## config.mk

```make
export PLATFORM = sky130hd
export DESIGN_NAME = tcs_synth_ctrl
export DESIGN_NICKNAME = d
export VERILOG_FILES = /design/src/tcs_pkg.sv /design/src/tcs_synth_ctrl.sv /design/src/tcs_chan_rom.sv
export SDC_FILE = /design/constraint.sdc
export NUM_CORES = 1
export LEC_CHECK = 0
export BUFFER_PORTS_ARGS = -buffer_cell sky130_fd_sc_hd__buf_2
export CAP_MARGIN = 20
export CORE_MARGIN = 2
export CORE_UTILIZATION = 40
export CTS_BUF_LIST = sky130_fd_sc_hd__clkbuf_4 sky130_fd_sc_hd__clkbuf_8
export CTS_CLUSTER_SIZE = 12
export DETAILED_ROUTE_END_ITERATION = 10
export SLEW_MARGIN = 20
export SYNTH_ARGS = -nofsm -noshare
export SYNTH_HDL_FRONTEND = slang
export SYNTH_SLANG_ARGS = --single-unit
```

## constraint.sdc

```tcl
create_clock -name mclk -period 20.2 [get_ports mclk]
set_clock_uncertainty 0.05 [all_clocks]
set_input_delay 2.02 -clock mclk [delete_from_list [all_inputs] [get_ports mclk]]
set_output_delay 2.02 -clock mclk [all_outputs]
set_load 0.05 [all_outputs]
```

## src/tcs_pkg.sv

```systemverilog
// Constants and carrier types for the TV channel synthesizer controller.
// Assumes one 250 MHz clock and a synchronous active-low reset.
package tcs_pkg;

  // Clock and timing
  localparam int CLK_MHZ      = 250;
  localparam int SCAN_NS      = 1000;                              // Keypad row dwell
  localparam int SCAN_CYC     = (SCAN_NS * CLK_MHZ + 999) / 1000;  // Rounded up
  localparam int DEBOUNCE_MS  = 10;                                // Key settle time
  localparam int DEBOUNCE_CYC = DEBOUNCE_MS * CLK_MHZ * 1000;
  localparam int SEARCH_MS    = 350;                               // Search step interval
  localparam int SEARCH_CYC   = SEARCH_MS * CLK_MHZ * 1000;

  // Reference divider reload, plain default
  localparam logic [15:0] REF_DIV = 16'h0040;

  // Keypad codes
  localparam logic [3:0] DISPLAY_TOGGLE_KEY = 4'ha;
  localparam logic [3:0] CLEAR_DIGIT_KEY    = 4'hb;
  localparam logic [3:0] FINE_TUNE_DOWN_KEY = 4'hc;
  localparam logic [3:0] FINE_TUNE_UP_KEY   = 4'hd;
  localparam logic [3:0] SEARCH_STOP_KEY    = 4'he;
  localparam logic [3:0] CHANNEL_SEARCH_KEY = 4'hf;
  localparam logic [3:0] LAST_DIGIT_KEY     = 4'h9;

  // Channel ranges per country
  localparam logic [6:0] EUR_FIRST = 7'h00;
  localparam logic [6:0] EUR_LAST  = 7'h63;
  localparam logic [6:0] USA_FIRST = 7'h02;
  localparam logic [6:0] USA_LAST  = 7'h53;
  localparam logic [6:0] JPN_FIRST = 7'h01;
  localparam logic [6:0] JPN_LAST  = 7'h3e;

  // Regular UHF stretches: first channel, base ratio at first channel, Europe last channel
  localparam logic [6:0]  EUR_UHF_CH   = 7'h15;
  localparam logic [6:0]  EUR_UHF_END  = 7'h45;
  localparam logic [15:0] EUR_UHF_BASE = 16'h1fe2;
  localparam logic [6:0]  USA_UHF_CH   = 7'h0e;
  localparam logic [15:0] USA_UHF_BASE = 16'h2050;
  localparam logic [6:0]  JPN_UHF_CH   = 7'h0d;
  localparam logic [15:0] JPN_UHF_BASE = 16'h2120;

  // Ratio limits for fine tuning, reset values
  localparam logic [15:0] RATIO_MIN = 16'h0001;
  localparam logic [15:0] RATIO_MAX = 16'h3fff;
  localparam logic [15:0] RATIO_RST = 16'h0000;
  localparam logic [3:0]  BCD_BLANK = 4'hf;
  localparam logic [3:0]  DP_TENTHS = 4'h2;

  typedef enum logic [1:0] {CTRY_EUR, CTRY_USA, CTRY_JPN} tcs_country_t;
  typedef enum {KS_SCAN, KS_DEB, KS_HELD, KS_REL} tcs_key_st_t;
  typedef enum {MD_MANUAL, MD_SEARCH} tcs_mode_t;

  typedef struct packed {
    logic band_i;
    logic band_iii;
    logic band_uhf;
  } tcs_band_t;

  localparam tcs_band_t BND_LO  = '{1'b1, 1'b0, 1'b0};
  localparam tcs_band_t BND_HI  = '{1'b0, 1'b1, 1'b0};
  localparam tcs_band_t BND_UHF = '{1'b0, 1'b0, 1'b1};

  typedef struct packed {
    logic [15:0] ratio;
    tcs_band_t   band;
  } tcs_chan_t;

  localparam tcs_chan_t CHAN_RST = '{RATIO_RST, BND_LO};

  typedef struct packed {
    logic [15:0] digits;
    logic [3:0]  dp;
    logic        ch_led;
    logic        fr_led;
  } tcs_disp_t;

  typedef struct packed {
    logic up;
    logic dn;
  } tcs_pump_t;

endpackage

```

## src/tcs_synth_ctrl.sv

```systemverilog
// Synthesizer controller: keypad, channel state, divide ratio, PLL dividers, display.
// Assumes all inputs are synchronous to mclk; keypad columns idle high.
`timescale 1ns/1ps
`default_nettype none
// What this block does
// RULE_01: Straps pick Europe, USA or Japan table
// RULE_02: Two digit keys select and tune channel
// RULE_03: Table ratio loads divide-ratio registers and divider
// RULE_04: Phase comparator drives pump from divider outputs
// RULE_05: External prescaler makes the counted input
// RULE_06: Key 10 toggles channel/frequency view and lamps
// RULE_07: Key 11 discards a pending tens digit
// RULE_08: Key 12 lowers ratio by one step
// RULE_09: Key 13 raises ratio by one step
// RULE_10: Key 15 searches upward every 350 ms
// RULE_11: Search wraps from last to first channel
// RULE_12: Key 14 stops search, keeps channel
// RULE_13: Display toggle works during search
// RULE_14: Reset tunes and shows first channel
// RULE_15: Frequency shows truncated to 100 kHz
// RULE_16: Missing channel entry acts as reset
// RULE_17: Search visits only existing channels
// RULE_18: Ratio counts 62.5 kHz units
// RULE_19: Exactly one band output per channel
// RULE_20: Keypad scanned, debounced, one action per press
module tcs_synth_ctrl #(
  parameter int DEB_CYC  = tcs_pkg::DEBOUNCE_CYC, // Debounce length in cycles
  parameter int CHANNEL_SEARCH_KEY_CYC = tcs_pkg::SEARCH_CYC    // Search step in cycles
) (
  input  wire logic               mclk,          // Clock, 250 MHz
  input  wire logic               nrst,          // Sync reset, active low
  input  wire logic               country_sel_a, // Country select bit a
  input  wire logic               country_sel_b, // Country select bit b
  input  wire logic               cfg_strap_0,   // Ignored strap
  input  wire logic               cfg_strap_1,   // Synth mode strap
  input  wire logic               cfg_strap_2,   // Synth mode strap
  input  wire logic [3:0]         key_col_n,     // Keypad columns, low = pressed
  input  wire logic               fin,           // Prescaled oscillator input
  output var  logic [3:0]         key_row_n,     // Keypad row drive, low = active
  output var  logic [7:0]         ratio_hi,      // Divide ratio, high byte
  output var  logic [7:0]         ratio_lo,      // Divide ratio, low byte
  output var  tcs_pkg::tcs_pump_t pump,          // Phase comparator output
  output var  tcs_pkg::tcs_band_t band,          // Band select
  output var  tcs_pkg::tcs_disp_t disp           // Display digits and lamps
);
  import tcs_pkg::*;

  function automatic logic [6:0] first_ch(input tcs_country_t c);
    case (c)
      CTRY_USA: first_ch = USA_FIRST;
      CTRY_JPN: first_ch = JPN_FIRST;
      default:  first_ch = EUR_FIRST;
    endcase
  endfunction

  function automatic logic [6:0] last_ch(input tcs_country_t c);
    case (c)
      CTRY_USA: last_ch = USA_LAST;
      CTRY_JPN: last_ch = JPN_LAST;
      default:  last_ch = EUR_LAST;
    endcase
  endfunction

  // Binary to four BCD digits by shift and add
  function automatic logic [15:0] to_bcd(input logic [13:0] bin);
    logic [29:0] sh;
    sh = {16'h0000, bin};
    for (int i = 0; i < 14; i++) begin
      for (int d = 0; d < 4; d++) begin
        if (sh[14+4*d +: 4] > 4'h4) sh[14+4*d +: 4] = sh[14+4*d +: 4] + 4'h3;
      end
      sh = sh << 1;
    end
    to_bcd = sh[29:14];
  endfunction

  // Strap decode, caught while reset is held
  tcs_country_t strap_ctry;
  tcs_country_t country_reg;
  tcs_country_t country_next;
  always_comb begin
    strap_ctry = CTRY_EUR;
    if (cfg_strap_1 && cfg_strap_2) begin
      if (!country_sel_a && country_sel_b) strap_ctry = CTRY_USA; // RULE_01
      else if (country_sel_a && country_sel_b) strap_ctry = CTRY_JPN; // RULE_01
    end
    country_next = nrst ? country_reg : strap_ctry;
  end

  always_ff @(posedge mclk) begin
    country_reg <= country_next;
  end

  // Keypad scanner and debouncer
  tcs_key_st_t ks_reg;
  tcs_key_st_t ks_next;
  logic [31:0] kcnt_reg;
  logic [31:0] kcnt_next;
  logic [1:0]  row_reg;
  logic [1:0]  row_next;
  logic [3:0]  code_reg;
  logic [3:0]  code_next;
  logic        evt_reg;
  logic        evt_next;
  logic [3:0]  row_n_next;
  logic [3:0]  col;
  logic [1:0]  col_idx;
  always_comb begin
    col = ~key_col_n;
    col_idx = col[0] ? 2'd0 : col[1] ? 2'd1 : col[2] ? 2'd2 : 2'd3;
    ks_next = ks_reg;
    kcnt_next = kcnt_reg + 32'd1;
    row_next = row_reg;
    code_next = code_reg;
    evt_next = 1'b0;
    case (ks_reg)
      KS_SCAN: begin
        if (kcnt_reg == SCAN_CYC - 1) begin
          kcnt_next = '0;
          if (|col) begin
            code_next = {row_reg, col_idx};
            ks_next = KS_DEB;
          end else begin
            row_next = row_reg + 2'd1;
          end
        end
      end
      KS_DEB: begin
        if (!col[code_reg[1:0]]) begin
          kcnt_next = '0;
          ks_next = KS_SCAN;
        end else if (kcnt_reg == DEB_CYC - 1) begin
          evt_next = 1'b1; // RULE_20
          ks_next = KS_HELD;
        end
      end
      KS_HELD: begin
        kcnt_next = '0;
        if (!col[code_reg[1:0]]) ks_next = KS_REL;
      end
      KS_REL: begin
        if (col[code_reg[1:0]]) begin
          kcnt_next = '0;
          ks_next = KS_HELD;
        end else if (kcnt_reg == DEB_CYC - 1) begin
          kcnt_next = '0;
          ks_next = KS_SCAN;
        end
      end
      default: ks_next = KS_SCAN;
    endcase
    row_n_next = ~(4'h1 << row_next);
  end

  always_ff @(posedge mclk) begin
    if (!nrst) begin
      ks_reg <= KS_SCAN;
      kcnt_reg <= '0;
      row_reg <= 2'h0;
      code_reg <= 4'h0;
      evt_reg <= 1'b0;
      key_row_n <= 4'he;
    end else begin
      ks_reg <= ks_next;
      kcnt_reg <= kcnt_next;
      row_reg <= row_next;
      code_reg <= code_next;
      evt_reg <= evt_next;
      key_row_n <= row_n_next;
    end
  end

  // Channel, entry, search and divide-ratio control
  tcs_mode_t   mode_reg;
  tcs_mode_t   mode_next;
  logic [6:0]  chan_reg;
  logic [6:0]  chan_next;
  logic [6:0]  entry_num;
  logic [6:0]  lo_ch;
  logic [6:0]  hi_ch;
  logic [3:0]  tens_reg;
  logic [3:0]  tens_next;
  logic        tens_vld_reg;
  logic        tens_vld_next;
  logic        show_freq_reg;
  logic        show_freq_next;
  logic [31:0] scnt_reg;
  logic [31:0] scnt_next;
  logic        ld1_reg;
  logic        ld1_next;
  logic        ld2_reg;
  logic [15:0] ratio_reg;
  logic [15:0] ratio_next;
  tcs_band_t   band_next;
  tcs_chan_t   rom_entry;
  always_comb begin
    lo_ch = first_ch(country_reg);
    hi_ch = last_ch(country_reg);
    entry_num = {tens_reg, 3'b000} + {2'b00, tens_reg, 1'b0} + {3'b000, code_reg};
    mode_next = mode_reg;
    chan_next = chan_reg;
    tens_next = tens_reg;
    tens_vld_next = tens_vld_reg;
    show_freq_next = show_freq_reg;
    scnt_next = scnt_reg;
    ld1_next = 1'b0;
    ratio_next = ratio_reg;
    band_next = band;
    if (!nrst) begin
      mode_next = MD_MANUAL;
      chan_next = first_ch(strap_ctry); // RULE_14
      tens_vld_next = 1'b0;
      show_freq_next = 1'b0; // RULE_14
      scnt_next = '0;
      ld1_next = 1'b1; // RULE_14
      ratio_next = RATIO_RST;
      band_next = BND_LO;
    end else begin
      // Timed step; a key in the same cycle delays it by one cycle unless it stops the search or restarts the count
      if (mode_reg == MD_SEARCH) begin
        if (scnt_reg != CHANNEL_SEARCH_KEY_CYC - 1) begin
          scnt_next = scnt_reg + 32'd1;
        end else if (!evt_reg) begin
          scnt_next = '0;
          ld1_next = 1'b1; // RULE_10
          chan_next = (chan_reg >= hi_ch) ? lo_ch : chan_reg + 7'd1; // RULE_11 RULE_17
        end
      end
      if (evt_reg && code_reg <= LAST_DIGIT_KEY) begin
        if (!tens_vld_reg) begin
          tens_next = code_reg;
          tens_vld_next = 1'b1;
        end else begin
          tens_vld_next = 1'b0;
          mode_next = MD_MANUAL;
          ld1_next = 1'b1; // RULE_02
          chan_next = (entry_num >= lo_ch && entry_num <= hi_ch) ? entry_num : lo_ch; // RULE_16
        end
      end
      if (evt_reg) begin
        case (code_reg)
          DISPLAY_TOGGLE_KEY: show_freq_next = !show_freq_reg; // RULE_06 RULE_13
          CLEAR_DIGIT_KEY: tens_vld_next = 1'b0; // RULE_07
          FINE_TUNE_DOWN_KEY: begin
            if (ratio_reg > RATIO_MIN) ratio_next = ratio_reg - 16'd1; // RULE_08 RULE_18
          end
          FINE_TUNE_UP_KEY: begin
            if (ratio_reg < RATIO_MAX) ratio_next = ratio_reg + 16'd1; // RULE_09 RULE_18
          end
          SEARCH_STOP_KEY: mode_next = MD_MANUAL; // RULE_12
          CHANNEL_SEARCH_KEY: begin
            mode_next = MD_SEARCH; // RULE_10
            scnt_next = '0;
          end
          default: ;
        endcase
      end
      // Table value replaces any fine tuning once the read settles
      if (ld2_reg) begin
        ratio_next = rom_entry.ratio; // RULE_03
        band_next = rom_entry.band; // RULE_19
      end
    end
  end

  always_ff @(posedge mclk) begin
    mode_reg <= mode_next;
    chan_reg <= chan_next;
    tens_reg <= tens_next;
    tens_vld_reg <= tens_vld_next;
    show_freq_reg <= show_freq_next;
    scnt_reg <= scnt_next;
    ld1_reg <= ld1_next;
    ld2_reg <= ld1_reg;
    ratio_reg <= ratio_next;
    band <= band_next;
  end

  assign ratio_hi = ratio_reg[15:8];
  assign ratio_lo = ratio_reg[7:0];

  tcs_chan_rom u_rom (
    .mclk    (mclk),
    .nrst    (nrst),
    .country (country_reg),
    .chan    (chan_reg),
    .entry   (rom_entry)
  );

  // Variable divider, reference divider, phase comparator
  logic        fin_d_reg;
  logic [15:0] vcnt_reg;
  logic [15:0] vcnt_next;
  logic [15:0] rcnt_reg;
  logic [15:0] rcnt_next;
  logic        vpls_reg;
  logic        vpls_next;
  logic        rpls_reg;
  logic        rpls_next;
  tcs_pump_t   pump_next;
  always_comb begin
    vcnt_next = vcnt_reg;
    vpls_next = 1'b0;
    if (fin && !fin_d_reg) begin
      if (vcnt_reg <= 16'd1) begin
        vcnt_next = ratio_reg; // RULE_03
        vpls_next = 1'b1;
      end else begin
        vcnt_next = vcnt_reg - 16'd1;
      end
    end
    rpls_next = (rcnt_reg <= 16'd1);
    rcnt_next = rpls_next ? REF_DIV : rcnt_reg - 16'd1;
    pump_next.up = pump.up | rpls_reg;
    pump_next.dn = pump.dn | vpls_reg;
    if (pump_next.up && pump_next.dn) pump_next = '0; // RULE_04
  end

  always_ff @(posedge mclk) begin
    if (!nrst) begin
      fin_d_reg <= 1'b0;
      vcnt_reg <= RATIO_RST;
      rcnt_reg <= REF_DIV;
      vpls_reg <= 1'b0;
      rpls_reg <= 1'b0;
      pump <= '0;
    end else begin
      fin_d_reg <= fin;
      vcnt_reg <= vcnt_next;
      rcnt_reg <= rcnt_next;
      vpls_reg <= vpls_next;
      rpls_reg <= rpls_next;
      pump <= pump_next;
    end
  end

  // Display: channel number or frequency in tenths of MHz
  tcs_disp_t   disp_next;
  logic [18:0] freq_x5;
  logic [15:0] fbcd;
  logic [15:0] cbcd;
  always_comb begin
    freq_x5 = {3'b000, ratio_reg} + {1'b0, ratio_reg, 2'b00};
    fbcd = to_bcd(freq_x5[16:3]); // RULE_15
    cbcd = to_bcd({7'h00, chan_reg});
    disp_next.digits = show_freq_reg ? fbcd : {BCD_BLANK, BCD_BLANK, cbcd[7:0]};
    disp_next.dp = show_freq_reg ? DP_TENTHS : 4'h0;
    disp_next.ch_led = !show_freq_reg; // RULE_06
    disp_next.fr_led = show_freq_reg; // RULE_06
  end

  always_ff @(posedge mclk) begin
    if (!nrst) disp <= '{{BCD_BLANK, BCD_BLANK, 8'h00}, 4'h0, 1'b1, 1'b0};
    else disp <= disp_next;
  end
endmodule // tcs_synth_ctrl
`default_nettype wire

```

## src/tcs_chan_rom.sv

```systemverilog
// Channel table: divide ratio and band for each channel of each country.
// Assumes the channel asked for exists; read data come one cycle later.
`timescale 1ns/1ps
`default_nettype none
module tcs_chan_rom (
  input  wire logic                mclk,    // Clock
  input  wire logic                nrst,    // Sync reset, active low
  input  wire tcs_pkg::tcs_country_t country, // Selected table
  input  wire logic [6:0]          chan,    // Channel number
  output var  tcs_pkg::tcs_chan_t  entry    // Registered table entry
);
  import tcs_pkg::*;

  tcs_chan_t   entry_next;
  logic [15:0] offs;

  // Regular UHF stretches by formula, irregular channels listed
  always_comb begin
    offs = 16'h0000;
    entry_next = CHAN_RST;
    case (country)
      CTRY_USA: begin
        offs = {9'h000, chan} - {9'h000, USA_UHF_CH};
        entry_next = '{USA_UHF_BASE + (offs << 6) + (offs << 5), BND_UHF};
        case (chan)
          7'd2:  entry_next = '{16'h0650, BND_LO};
          7'd3:  entry_next = '{16'h06b0, BND_LO};
          7'd4:  entry_next = '{16'h0710, BND_LO};
          7'd5:  entry_next = '{16'h07b0, BND_LO};
          7'd6:  entry_next = '{16'h0810, BND_LO};
          7'd7:  entry_next = '{16'h0dd0, BND_HI};
          7'd8:  entry_next = '{16'h0e30, BND_HI};
          7'd9:  entry_next = '{16'h0e90, BND_HI};
          7'd10: entry_next = '{16'h0ef0, BND_HI};
          7'd11: entry_next = '{16'h0f50, BND_HI};
          7'd12: entry_next = '{16'h0fb0, BND_HI};
          7'd13: entry_next = '{16'h1010, BND_HI};
          default: ;
        endcase
      end
      CTRY_JPN: begin
        offs = {9'h000, chan} - {9'h000, JPN_UHF_CH};
        entry_next = '{JPN_UHF_BASE + (offs << 6) + (offs << 5), BND_UHF};
        case (chan)
          7'd1:  entry_next = '{16'h0960, BND_LO};
          7'd2:  entry_next = '{16'h09c0, BND_LO};
          7'd3:  entry_next = '{16'h0a20, BND_LO};
          7'd4:  entry_next = '{16'h0e60, BND_HI};
          7'd5:  entry_next = '{16'h0ec0, BND_HI};
          7'd6:  entry_next = '{16'h0f20, BND_HI};
          7'd7:  entry_next = '{16'h0f80, BND_HI};
          7'd8:  entry_next = '{16'h0fc0, BND_HI};
          7'd9:  entry_next = '{16'h1020, BND_HI};
          7'd10: entry_next = '{16'h1080, BND_HI};
          7'd11: entry_next = '{16'h10e0, BND_HI};
          7'd12: entry_next = '{16'h1140, BND_HI};
          default: ;
        endcase
      end
      default: begin
        offs = {9'h000, chan} - {9'h000, EUR_UHF_CH};
        if (chan >= EUR_UHF_CH && chan <= EUR_UHF_END) begin
          entry_next = '{EUR_UHF_BASE + (offs << 7), BND_UHF};
        end
        case (chan)
          7'd0:  entry_next = '{16'h14b2, BND_HI};
          7'd1:  entry_next = '{16'h0552, BND_LO};
          7'd2:  entry_next = '{16'h0572, BND_LO};
          7'd3:  entry_next = '{16'h05e2, BND_LO};
          7'd4:  entry_next = '{16'h0652, BND_LO};
          7'd5:  entry_next = '{16'h0d62, BND_HI};
          7'd6:  entry_next = '{16'h0dd2, BND_HI};
          7'd7:  entry_next = '{16'h0e42, BND_HI};
          7'd8:  entry_next = '{16'h0eb2, BND_HI};
          7'd9:  entry_next = '{16'h0f22, BND_HI};
          7'd10: entry_next = '{16'h0f92, BND_HI};
          7'd11: entry_next = '{16'h1002, BND_HI};
          7'd12: entry_next = '{16'h1072, BND_HI};
          7'd13: entry_next = '{16'h05ca, BND_LO};
          7'd14: entry_next = '{16'h0652, BND_LO};
          7'd15: entry_next = '{16'h0792, BND_LO};
          7'd16: entry_next = '{16'h0d62, BND_HI};
          7'd17: entry_next = '{16'h0de2, BND_HI};
          7'd18: entry_next = '{16'h0e72, BND_HI};
          7'd19: entry_next = '{16'h0f02, BND_HI};
          7'd20: entry_next = '{16'h0f92, BND_HI};
          7'd70: entry_next = '{16'h0602, BND_LO};
          7'd71: entry_next = '{16'h0672, BND_LO};
          7'd72: entry_next = '{16'h07d2, BND_LO};
          7'd73: entry_next = '{16'h0862, BND_LO};
          7'd74: entry_next = '{16'h08d2, BND_LO};
          7'd75: entry_next = '{16'h0b12, BND_HI};
          7'd76: entry_next = '{16'h0f82, BND_HI};
          7'd77: entry_next = '{16'h0ff2, BND_HI};
          7'd78: entry_next = '{16'h06c2, BND_LO};
          7'd79: entry_next = '{16'h0732, BND_LO};
          7'd80: entry_next = '{16'h07a2, BND_LO};
          7'd81: entry_next = '{16'h0902, BND_LO};
          7'd82: entry_next = '{16'h0972, BND_HI};
          7'd83: entry_next = '{16'h09e2, BND_HI};
          7'd84: entry_next = '{16'h0a52, BND_HI};
          7'd85: entry_next = '{16'h0ac2, BND_HI};
          7'd86: entry_next = '{16'h0b32, BND_HI};
          7'd87: entry_next = '{16'h0ba2, BND_HI};
          7'd88: entry_next = '{16'h0c12, BND_HI};
          7'd89: entry_next = '{16'h0c82, BND_HI};
          7'd90: entry_next = '{16'h0cf2, BND_HI};
          7'd91: entry_next = '{16'h10e2, BND_HI};
          7'd92: entry_next = '{16'h1152, BND_HI};
          7'd93: entry_next = '{16'h11c2, BND_HI};
          7'd94: entry_next = '{16'h1232, BND_HI};
          7'd95: entry_next = '{16'h12a2, BND_HI};
          7'd96: entry_next = '{16'h1312, BND_HI};
          7'd97: entry_next = '{16'h1382, BND_HI};
          7'd98: entry_next = '{16'h13f2, BND_HI};
          7'd99: entry_next = '{16'h1462, BND_HI};
          default: ;
        endcase
      end
    endcase
  end

  // Registered read port
  always_ff @(posedge mclk) begin
    if (!nrst) entry <= CHAN_RST;
    else entry <= entry_next;
  end

endmodule // tcs_chan_rom
`default_nettype wire

```

==> impl_metrics.env <==
export IMPL_outcome="complete, no violations"
export IMPL_dp_slack_ns=8.59
export IMPL_placed_area_mm2=0.0181
export IMPL_fin_setup_tns_ns=0
export IMPL_finalNetCount=2432
export IMPL_dieArea_mm2=0.0454
export IMPL_stdcell_area_mm2=0.0190
export IMPL_worstSetupPathType="reg2reg"
export IMPL_synth_top_area_cell="dfxtp_1"
export IMPL_die_w_um=213
export IMPL_timing_hold_ws_ns=0.270
export IMPL_syn_avg_cell_area_um2=7.61
export IMPL_power_density_mw_per_mm2=101
export IMPL_grt_pass1_vias=15921
export IMPL_instances_no_fill=2909
export IMPL_path_max_fanout=16
export IMPL_maxSlewViolCount=0
export IMPL_grt_start_max_net_pins=54
export IMPL_hold_path_class="reg2reg"
export IMPL_ys_top_cells_by_count="279 x nor2_1, 211 x dfxtp_1, 184 x nand2_1"
export IMPL_hold_viol=0
export IMPL_fin_crit_sh=0.585
export IMPL_slowest_delay_ns=0.86
export IMPL_r2r_slack_ns=8.38
export IMPL_static_leakage_power_nw=7.49
export IMPL_dp_final_hpwl_mm=35.8
export IMPL_drive_above_1_share=0.0934
export IMPL_worst_slew_pin_slew_ns=1.08
export IMPL_start_kind="register"
export IMPL_maxCapViolations=0
export IMPL_setup_violations=0
export IMPL_die_h_um=213
export IMPL_worst_slack_ns=8.38
export IMPL_cts_sinks=217
export IMPL_synth_area_leaders="dfxtp_1 24%, ha_1 8.5%, nor2_1 6.0%"
export IMPL_ir_drop_uv=90.2
export IMPL_grt_usage=0.215
export IMPL_grt_first_pass_wirelength_mm=80.6
export IMPL_clk_latency_ns=0.57
export IMPL_drcViolationCount=0
export IMPL_synth_edf_count=6
export IMPL_htreeDepth=2
export IMPL_maxSlewHeadroom=0.273
export IMPL_synth_ff_type="dfxtp_1"
export IMPL_via_per_inst=5.85
export IMPL_rsz0062_at_grt="false"
export IMPL_synthArstFlopShare=0
export IMPL_netlist_area_mm2=0.0175
export IMPL_ant_nets=0
export IMPL_crit_top_cell="ha_1"
export IMPL_root_buffer="clkbuf_8"
export IMPL_first_iter_violations=1482
export IMPL_cp_data_arrival_time_ns=12.23
export IMPL_period_minus_slack_ns=11.82
export IMPL_area_delta_synth_final_pct=8.73
export IMPL_num_rows=76
export IMPL_antennaDiodeCount=0
export IMPL_place_congestion=0.932
export IMPL_drt_pass1_iter_count=5
export IMPL_cts_max_path_buffers=3
export IMPL_io_buffers=54
export IMPL_ctsHoldBuffers=0
export IMPL_ctsResizeCount=0
export IMPL_yosys_area_top_type_share=0.242
export IMPL_cts_buffers=39
export IMPL_synth_seq_area_share=0.252
export IMPL_vias=17028
export IMPL_synth_most_common_cell="nor2_1"
export IMPL_ios=59
export IMPL_path_clk_slew_ns=0.07
export IMPL_coreArea_mm2=0.0431
export IMPL_yosys_warnings=0
export IMPL_overflow=0
export IMPL_cts_tree="built"
export IMPL_required_ns=20.61
export IMPL_cts_setup_buffers=0
export IMPL_fmax_mhz=84.6
export IMPL_dpl_cell_count=2838
export IMPL_critPathCaptureType="register"
export IMPL_start_util=0.406
export IMPL_yosys_register_bits=217
export IMPL_synthCells=2297
export IMPL_cpMaxStageDelayCell="xnor2_1"
export IMPL_post_drt_wl_per_cell_um=16.9
export IMPL_cp_top_family="compound AO/OA/AOI/OAI gates"
export IMPL_fillers=4386
export IMPL_totalWireLength_mm=49.2
export IMPL_antenna_found_initial=0
export IMPL_path_buf_inv=3
export IMPL_yosysUniqueCellTypes=115
-- through the flow --
step	total power [mW]	utilization
global placement	1.41	0.420
finish	1.93	0.441
CTS	1.93	0.441
global route	2.08	0.441
floorplan	1.28	-
detailed placement	1.44	0.420
-- worst paths after layout --
check / start / endpoint / cells after the start
worst max-delay path: ratio_reg[1]$_SDFFE_PN0P_ / disp[8]$_SDFF_PN0_ / 40
worst min-delay path: ld1_reg$_SDFF_PN1_ / ld2_reg$_DFF_P_ / 0
worst min register to register: ld1_reg$_SDFF_PN1_ / ld2_reg$_DFF_P_ / 0
worst max register to register: ratio_reg[1]$_SDFFE_PN0P_ / disp[8]$_SDFF_PN0_ / 40
-- kinds of logic (layout without fill, tap and decap cells) --
logic type	Yosys count	after routing	share of synthesized area
other cells	1	3	0.000215
mux	40	40	0.0249
simple gates	919	919	0.257
fa+ha+maj	126	126	0.0932
flops	217	217	0.252
xor+xnor	133	133	0.0671
buf+inv	223	248	0.0523
compound gates	638	638	0.253
-- routing by layer --
| metal | up-vias | GRT usage | wire (µm) |
|---|---|---|---|
| li1 | 8358 | - | - |
| met4 | 0 | 0.0748 | 1520 |
| met5 | - | 0 | 0 |
| met3 | 124 | 0.0335 | 3230 |
| met1 | 7962 | 0.287 | 22200 |
| met2 | 584 | 0.350 | 22300 |
-- worst register-to-register path, delay by kind of cell, from the launching register on --
kind / cells / cell delay (ns)
AO/OA/AOI/OAI: 21 / 5.54
XOR/XNOR: 3 / 1.39
multiplexers: 1 / 0.36
flip-flops: 1 / 0.60
buffers and inverters: 3 / 0.39
adder cells (fa/ha/maj): 6 / 2.16
AND/OR/NAND/NOR: 6 / 1.25
-- power by group --
| group | switching, mW | internal [mW] |
|---|---|---|
| clock network | 0.195 | 0.284 |
| registers | 0.0282 | 0.458 |
| logic | 0.583 | 0.381 |
| total | 0.806 | 1.12 |
-- layout make-up --
cell class,count,area (µm²),share of cell area
Multi-Input combinational cell,1859,12200,0.641
Inverter,107,402,0.0211
Tap cell,585,732,0.0385
Clock buffer,49,624,0.0329
Timing Repair Buffer,70,390,0.0205
Sequential cell,217,4400,0.232
Clock inverter,22,275,0.0145
-- cells in the final DEF, fill, tap and decap left out, types with 54 or more instances in the layout --
cell type,netlist,layout
nand3_1,90,90
xnor2_1,78,78
ha_1,119,119
nor2_1,279,279
nand2_1,184,183
a21oi_1,173,173
inv_1,98,98
o21ai_0,115,115
nor3_1,75,75
xor2_1,54,54
buf_2,8,54
dfxtp_1,211,211
Power figures use the tool's default switching activity.
